## config.mk

```make
export PLATFORM = sky130hd
export DESIGN_NAME = fcbu_branch_unit
export DESIGN_NICKNAME = d
export VERILOG_FILES = /design/src/fcbu_pkg.sv /design/src/fcbu_decode.sv /design/src/fcbu_cond_store.sv /design/src/fcbu_branch_unit.sv
export SDC_FILE = /design/constraint.sdc
export NUM_CORES = 1
export LEC_CHECK = 0
export ABC_AREA = 1
export BUFFER_PORTS_ARGS = -buffer_cell sky130_fd_sc_hd__buf_2
export CORE_UTILIZATION = 58
export DETAILED_ROUTE_END_ITERATION = 10
export HOLD_SLACK_MARGIN = 0.03
export PLACE_DENSITY = 0.87
export SLEW_MARGIN = 0
export SYNTH_ARGS = -nofsm -noshare
export SYNTH_HDL_FRONTEND = slang
export SYNTH_SLANG_ARGS = --single-unit
```

## constraint.sdc

```tcl
create_clock -name clk -period 5.5 [get_ports clk]
set_input_delay 1.1 -clock clk [delete_from_list [all_inputs] [get_ports clk]]
set_output_delay 1.1 -clock clk [all_outputs]
set_load 0.05 [all_outputs]
```

## src/fcbu_pkg.sv

```systemverilog
// fcbu_pkg: constants and types for the fp condition branch unit
// assumes a 32-bit instruction word and 32-bit program counter
package fcbu_pkg;

	// instruction fields
	localparam int          REG_W      = 32;
	localparam logic [5:0]  FP_COP_OPC = 6'h11;
	localparam logic [4:0]  BR_COND_FM = 5'h08;
	localparam int          OPC_HI     = 31;
	localparam int          OPC_LO     = 26;
	localparam int          FMT_HI     = 25;
	localparam int          FMT_LO     = 21;
	localparam int          SEL_HI     = 20;
	localparam int          SEL_LO     = 18;
	localparam int          NUL_BIT    = 17;
	localparam int          POL_BIT    = 16;
	localparam int          OFF_W      = 16;
	localparam int          OFF_SHIFT  = 2;
	localparam logic [31:0] SLOT_STEP  = 32'h0000_0004;
	localparam int          CC_NUM     = 8;
	localparam int          CC_SEL_W   = 3;

	// register map (word index on the plain port)
	localparam int          ADDR_W     = 4;
	localparam logic [3:0]  ADDR_CTRL  = 4'h0;
	localparam logic [3:0]  ADDR_STAT  = 4'h1;
	localparam logic [3:0]  ADDR_MASK  = 4'h2;
	localparam logic [3:0]  ADDR_COUNT = 4'h3;
	localparam logic [3:0]  ADDR_TGT   = 4'h4;
	localparam logic [3:0]  ADDR_COND  = 4'h5;

	// control fields and reset values
	localparam int          CTRL_CU1   = 0;
	localparam int          CTRL_FPU   = 1;
	localparam logic [1:0]  CTRL_RST   = 2'h3;
	localparam logic [4:0]  MASK_RST   = 5'h00;
	localparam logic [7:0]  COND_RST   = 8'h00;
	localparam int          CNT_W      = 16;

	typedef enum logic [1:0] {
		ST_IDLE = 2'b01,
		ST_SLOT = 2'b10
	} fcbu_state_type;

	// sticky events, bit 0 is taken
	typedef struct packed {
		logic unimp;
		logic resv;
		logic cpu;
		logic nul;
		logic taken;
	} fcbu_ev_type;

	typedef struct packed {
		logic                is_fpbr;
		logic [CC_SEL_W-1:0] cond_selector;
		logic                nullify_flag;
		logic                polarity_bit;
		logic [REG_W-1:0]    target;
	} fcbu_dec_type;

endpackage : fcbu_pkg

```

## src/fcbu_decode.sv

```systemverilog
// fcbu_decode: recognises the fp condition branch and forms its target
// assumes instr and branch_pc are stable in the cycle they are offered
`timescale 1ns/10ps
`default_nettype none
module fcbu_decode (
	// instruction in
	input  wire logic [31:0]               instr,
	input  wire logic [31:0]               branch_pc,
	// decoded out
	output fcbu_pkg::fcbu_dec_type         dec
);
	import fcbu_pkg::*;

	wire logic [REG_W-1:0] offs_ext;
	wire logic [REG_W-1:0] slot_pc;

	assign dec.is_fpbr = (instr[OPC_HI:OPC_LO] == FP_COP_OPC)
		&& (instr[FMT_HI:FMT_LO] == BR_COND_FM);
	assign dec.cond_selector = instr[SEL_HI:SEL_LO];
	assign dec.nullify_flag  = instr[NUL_BIT];
	assign dec.polarity_bit  = instr[POL_BIT];
	// offset of the delay slot, not of the branch itself
	assign offs_ext = {{(REG_W-OFF_W-OFF_SHIFT){instr[OFF_W-1]}},
		instr[OFF_W-1:0], {OFF_SHIFT{1'b0}}};
	assign slot_pc    = branch_pc + SLOT_STEP;
	assign dec.target = slot_pc + offs_ext;

endmodule : fcbu_decode
`default_nettype wire

```

## src/fcbu_cond_store.sv

```systemverilog
// fcbu_cond_store: the eight fp condition code bits
// assumes the fp compare writes one bit per cycle via wr/idx/val
`timescale 1ns/10ps
`default_nettype none
module fcbu_cond_store (
	// clock and reset
	input  wire logic                          clk,
	input  wire logic                          rst,
	// compare write
	input  wire logic                          wr,
	input  wire logic [fcbu_pkg::CC_SEL_W-1:0] idx,
	input  wire logic                          val,
	// branch read
	input  wire logic [fcbu_pkg::CC_SEL_W-1:0] sel,
	output logic                               sel_bit,
	output logic [fcbu_pkg::CC_NUM-1:0]        bits
);
	import fcbu_pkg::*;

	logic [CC_NUM-1:0] cc_ff;
	logic [CC_NUM-1:0] nxt_cc;

	// no bypass: a branch right behind its compare sees the old bit
	always_comb begin
		nxt_cc = cc_ff;
		if (wr) begin
			nxt_cc[idx] = val;
		end
	end

	always_ff @(posedge clk) begin
		if (rst) begin
			cc_ff <= COND_RST;
		end else begin
			cc_ff <= nxt_cc;
		end
	end

	assign sel_bit = cc_ff[sel];
	assign bits    = cc_ff;
endmodule : fcbu_cond_store
`default_nettype wire

```

## src/fcbu_branch_unit.sv

```systemverilog
// fcbu_branch_unit: executes the four fp condition branch variants
// assumes pipeline offers one instruction per instr_valid and flags
// slot_valid when the delay-slot instruction reaches execute
`timescale 1ns/10ps
`default_nettype none
module fcbu_branch_unit (
	// clock and reset
	input  wire logic                          clk,
	input  wire logic                          rst,
	// pipeline
	input  wire logic                          instr_valid,
	input  wire logic [31:0]                   instr,
	input  wire logic [31:0]                   instr_pc,
	input  wire logic                          slot_valid,
	// fp coprocessor
	input  wire logic                          fcmp_wr,
	input  wire logic [fcbu_pkg::CC_SEL_W-1:0] fcmp_idx,
	input  wire logic                          fcmp_val,
	input  wire logic                          fpu_unimpl,
	// redirect and nullify
	output logic                               pc_load_ff,
	output logic [fcbu_pkg::REG_W-1:0]         pc_target_ff,
	output logic                               slot_nullify_ff,
	// exceptions
	output logic                               exc_cpu_ff,
	output logic                               exc_resv_ff,
	output logic                               exc_unimp_ff,
	// register port
	input  wire logic [fcbu_pkg::ADDR_W-1:0]   reg_addr,
	input  wire logic [31:0]                   reg_wdata,
	input  wire logic                          reg_wr,
	input  wire logic                          reg_rd,
	output logic [31:0]                        reg_rdata_ff,
	// interrupt
	output logic                               irq_ff
);
	import fcbu_pkg::*;

	fcbu_dec_type      dec;
	fcbu_ev_type       stat_ff;
	fcbu_ev_type       nxt_stat;
	fcbu_ev_type       ev;
	fcbu_state_type    state_ff;
	fcbu_state_type    nxt_state;
	logic [4:0]        mask_ff;
	logic [1:0]        ctrl_ff;
	logic [CNT_W-1:0]  count_ff;
	logic              taken_ff;
	logic              cc_bit;
	logic [CC_NUM-1:0] cc_bits;
	logic [31:0]       rd_mux;

	fcbu_decode u_decode (
		.instr     (instr),
		.branch_pc (instr_pc),
		.dec       (dec)
	);

	fcbu_cond_store u_cond (
		.clk     (clk),
		.rst     (rst),
		.wr      (fcmp_wr),
		.idx     (fcmp_idx),
		.val     (fcmp_val),
		.sel     (dec.cond_selector),
		.sel_bit (cc_bit),
		.bits    (cc_bits)
	);

	// a branch sitting in our own delay slot is ignored
	wire logic offered   = instr_valid && dec.is_fpbr && (state_ff == ST_IDLE);
	wire logic cu1_off   = !ctrl_ff[CTRL_CU1];
	wire logic fpu_off   = !ctrl_ff[CTRL_FPU];
	wire logic raise_cpu = offered && cu1_off;
	wire logic raise_ri  = offered && !cu1_off && fpu_off;
	wire logic raise_un  = offered && !cu1_off && !fpu_off && fpu_unimpl;
	wire logic accept    = offered && !cu1_off && !fpu_off && !fpu_unimpl;
	wire logic cond_met  = dec.polarity_bit ? cc_bit : !cc_bit;
	wire logic nul_next  = accept && dec.nullify_flag && !cond_met;
	wire logic slot_done = (state_ff == ST_SLOT) && slot_valid;
	wire logic wr_ctrl   = reg_wr && (reg_addr == ADDR_CTRL);
	wire logic wr_mask   = reg_wr && (reg_addr == ADDR_MASK);
	wire logic rd_stat   = reg_rd && (reg_addr == ADDR_STAT);

	// state: wait for the delay slot before redirecting
	always_comb begin
		nxt_state = state_ff;
		case (state_ff)
			ST_IDLE: begin
				if (accept) begin
					nxt_state = ST_SLOT;
				end
			end
			ST_SLOT: begin
				if (slot_valid) begin
					nxt_state = ST_IDLE;
				end
			end
			default: begin
				nxt_state = ST_IDLE;
			end
		endcase
	end

	always_ff @(posedge clk) begin
		if (rst) begin
			state_ff <= ST_IDLE;
		end else begin
			state_ff <= nxt_state;
		end
	end

	// condition and target are frozen when the branch executes
	always_ff @(posedge clk) begin
		if (rst) begin
			taken_ff     <= 1'b0;
			pc_target_ff <= 32'h0000_0000;
		end else if (accept) begin
			taken_ff     <= cond_met;
			pc_target_ff <= dec.target;
		end
	end

	always_ff @(posedge clk) begin
		if (rst) begin
			pc_load_ff <= 1'b0;
		end else begin
			pc_load_ff <= slot_done && taken_ff;
		end
	end

	// nullify stands from the branch until the slot shows up
	always_ff @(posedge clk) begin
		if (rst) begin
			slot_nullify_ff <= 1'b0;
		end else if (accept) begin
			slot_nullify_ff <= nul_next;
		end else if (slot_done) begin
			slot_nullify_ff <= 1'b0;
		end
	end

	always_ff @(posedge clk) begin
		if (rst) begin
			exc_cpu_ff   <= 1'b0;
			exc_resv_ff  <= 1'b0;
			exc_unimp_ff <= 1'b0;
		end else begin
			exc_cpu_ff   <= raise_cpu;
			exc_resv_ff  <= raise_ri;
			exc_unimp_ff <= raise_un;
		end
	end

	always_ff @(posedge clk) begin
		if (rst) begin
			count_ff <= '0;
		end else if (slot_done && taken_ff) begin
			count_ff <= count_ff + 16'h0001;
		end
	end

	// sticky status; a new event wins over the clearing read
	assign ev.taken = slot_done && taken_ff;
	assign ev.nul   = nul_next;
	assign ev.cpu   = raise_cpu;
	assign ev.resv  = raise_ri;
	assign ev.unimp = raise_un;
	assign nxt_stat = (rd_stat ? fcbu_ev_type'(5'h00) : stat_ff) | ev;

	always_ff @(posedge clk) begin
		if (rst) begin
			stat_ff <= fcbu_ev_type'(5'h00);
		end else begin
			stat_ff <= nxt_stat;
		end
	end

	always_ff @(posedge clk) begin
		if (rst) begin
			ctrl_ff <= CTRL_RST;
			mask_ff <= MASK_RST;
		end else begin
			if (wr_ctrl) begin
				ctrl_ff <= reg_wdata[1:0];
			end
			if (wr_mask) begin
				mask_ff <= reg_wdata[4:0];
			end
		end
	end

	always_ff @(posedge clk) begin
		if (rst) begin
			irq_ff <= 1'b0;
		end else begin
			irq_ff <= |(nxt_stat & mask_ff);
		end
	end

	// read mux; unmapped addresses read zero
	always_comb begin
		if (reg_addr == ADDR_CTRL) begin
			rd_mux = {30'h0000_0000, ctrl_ff};
		end else if (reg_addr == ADDR_STAT) begin
			rd_mux = {27'h000_0000, stat_ff};
		end else if (reg_addr == ADDR_MASK) begin
			rd_mux = {27'h000_0000, mask_ff};
		end else if (reg_addr == ADDR_COUNT) begin
			rd_mux = {16'h0000, count_ff};
		end else if (reg_addr == ADDR_TGT) begin
			rd_mux = pc_target_ff;
		end else if (reg_addr == ADDR_COND) begin
			rd_mux = {24'h00_0000, cc_bits};
		end else begin
			rd_mux = 32'h0000_0000;
		end
	end

	always_ff @(posedge clk) begin
		if (rst) begin
			reg_rdata_ff <= 32'h0000_0000;
		end else begin
			reg_rdata_ff <= reg_rd ? rd_mux : 32'h0000_0000;
		end
	end
endmodule : fcbu_branch_unit
`default_nettype wire

```

==> results.toml <==
[run_status]
run_status = "completed"

[worst_hold_path]
min-delay-path-class = "flip-flop to flip-flop"
min_path_cells = 2
hold_end = "reg_rdata_ff[26]"
hold_start = "pc_target_ff[26]"

[timing]
setup_slack_ns = 2.46
worst_pin_slew_ns = 1.03
period_needed_ns = 3.04
setup_viol = 0
clock.fmax_ghz = 0.329
timing.setup.tns_ns = 0
report.final.slew_viol_count = 0
relSlewSlack_pct = 31.4
clock_skew_ns = 0.0145
period_share_pct = 55.2
finalHoldViolations = 0
grt_setup_unrepaired = "false"

[layout]
fill_cells = 1045
multi_input_area_mm2 = 0.00384
regArea_mm2 = 0.00218
finalNonFillerCells = 1328
area_delta_synth_final_pct = 17.3
layout-drive-gt1-share_pct = 16.5
layout_common_cells = "nand2_1 (269), inv_1 (184), buf_2 (154), dfxtp_1 (109), a21oi_1 (100)"
n_antenna_cell = 0
finish.utilization_pct = 69.8
final_common_cell = "nand2_1"
fin_nets = 1351

[pwr]
ir_drop_v = 0.000226
power_density_mw_per_mm2 = 231
leakagePower_nw = 4.28

[clocking]
cts_tree = "built"
h-tree-depth = 3
clock_sinks = 109
cts_root_buf = "clkbuf_16"
clock_latency_ns = 0.35
clk_pin_slew_ns = 0.07
cts_buffers = 9
post_cts_buffers = 0
clockBufferDepth = 2
hold_buffers = 0
cts.repair.resized = 0

[route]
vias = 6992
antenna_left = 0
drc_errors = 0
drt_iter0_drc = 545
dr.pass1.iters = 6
viasPerCell = 5.27
wl_mm = 18.2
wl_per_cell_um = 13.7

[job]
cap_violations = 0

[synth]
syn_area_mm2 = 0.00683
yosysWarnings = 0
async_reset_ff_share_pct = 0
ys_ff_latch = 109
syn_inst = 1032
synth_ff_type = "dfxtp_1"
ys_types = 42
synth_nets = 1203
ys_seq_area_share_pct = 32.0
syn_avg_cell_area_um2 = 6.61
synth_edf_count = 0

[critical_path]
cp-end-kind = "flip-flop"
reg2reg_from = "state_ff[1]"
r2r-end = "irq_ff"
critPathLaunchType = "input pin"
rrSetupSlack_ns = 3.66
cp.arrival_ns = 3.30
cp.required_ns = 5.76
critPathKind = "input pin to flip-flop"
path_max_fanout = 43
r2r_cells = 11

[placed_design]
place_ws_ns = 2.17
io_buffers = 154
place_hpwl_mm = 14.3
gp_congestion = 0.946
place_inst = 1312

[floorplan]
die_w_um = 110
fp.dieH_um = 110
ios = 182
design.core.area_mm2 = 0.0115
initial_core_util_pct = 59.5
die_area_mm2 = 0.0122
fp-row-count = 39

[grt]
overflow = 0
grt_pass1_wl_mm = 30.4
grt.total_usage_pct = 30.5
grt_pass1_vias = 6364
antenna_found_initial = 0
grt_max_degree = 44
flip-flops by register name, summed over array words and instances (netlist names), 2 cells and up:
signal and cells:
mask_ff 5, ctrl_ff 2, state_ff 2, count_ff 16, reg_rdata_ff 32, stat_ff 5, pc_target_ff 32, u_cond.bits 8
cells in the mapped netlist (all sizes together), types with 4 or more instances:
cell type,n,area share [%]
nand2,272,15
inv,188,10
dfxtp,109,32
a21oi,100,7.3
nor2,84,5.3
nand3,82,6.1
ha,58,11
o21ai,49,3.6
nor3,15,1.4
nand4,11,1.3
buf,10,0.88
clkbuf,9,0.49
xor2,8,1.0
xnor2,6,0.77
and2,5,0.46
a221oi,4,0.51
a31oi,4,0.37
area by class of cell:
class,count,area share (%)
multi-input cells,716,48.0
flip-flops and latches,109,27.3
clock inverters,5,0.828
inverters,188,8.82
repair buffers,156,9.82
well taps,143,2.24
clock buffers,11,3.03
layer usage:
metal  share of wire (%)  global-route usage [%]  vias to the layer above
met3                 6.9                    3.29                       23
met1                  46                    42.6                     3113
met5                   0                       0                        -
met4                 1.6                    8.09                        0
met2                  45                    50.0                      264
li1                    -                       -                     3592
report_power, final:
group	switching (mW)	internal, mW	total (mW)
Sequential	0.00235	0.791	0.793
Combinational	0.248	0.137	0.386
Clock	0.298	0.372	0.670
Total	0.549	1.30	1.85
stage by stage:
step | instance area (um^2) | hold WS [ns] | total power, mW
final | 8010 | 0.453 | 1.85
after detailed placement | 7700 | 0.444 | 1.19
after global placement | 7700 | 0.439 | 1.18
after floorplan | 6830 | 0.436 | 1.08
after global routing | 8010 | 0.482 | 1.94
after CTS | 8010 | 0.457 | 1.85
critical path: stages:
cell and delay [ns]:
buf_2 0.37, inv_1 0.62, nand2_1 0.21, nor2_1 0.23, inv_1 0.11, nor3_2 0.22
inv_1 0.20, a21oi_1 0.20
worst max path at each step:
| stage | startpoint | slack [ns] | to | cells past startpoint |
|---|---|---|---|---|
| finish | rst | 2.46 | reg_rdata_ff[9] | 8 |
| global route | instr[15] | 2.24 | pc_target_ff[21] | 12 |
| CTS | instr[15] | 2.51 | pc_target_ff[22] | 12 |
| detailed placement | instr[15] | 2.17 | pc_target_ff[21] | 12 |
| global placement | instr[15] | 2.18 | pc_target_ff[21] | 12 |
| floorplan | instr[1] | 2.68 | pc_target_ff[31] | 14 |
logic make-up (layout without fill, tap and decap cells):
group                      after synthesis  after routing  synth area share, %
AOI/OAI and AO/OA                      167            167                 13.0
DFF                                    109            109                 32.0
buffers and inverters                  207            360                 11.7
xor gates and xnor gates                14             14                 1.80
adders and majority gates               59             59                 10.9
and+or+nand+nor                        476            476                 30.6
No activity file was read; power rests on OpenSTA's default activity.
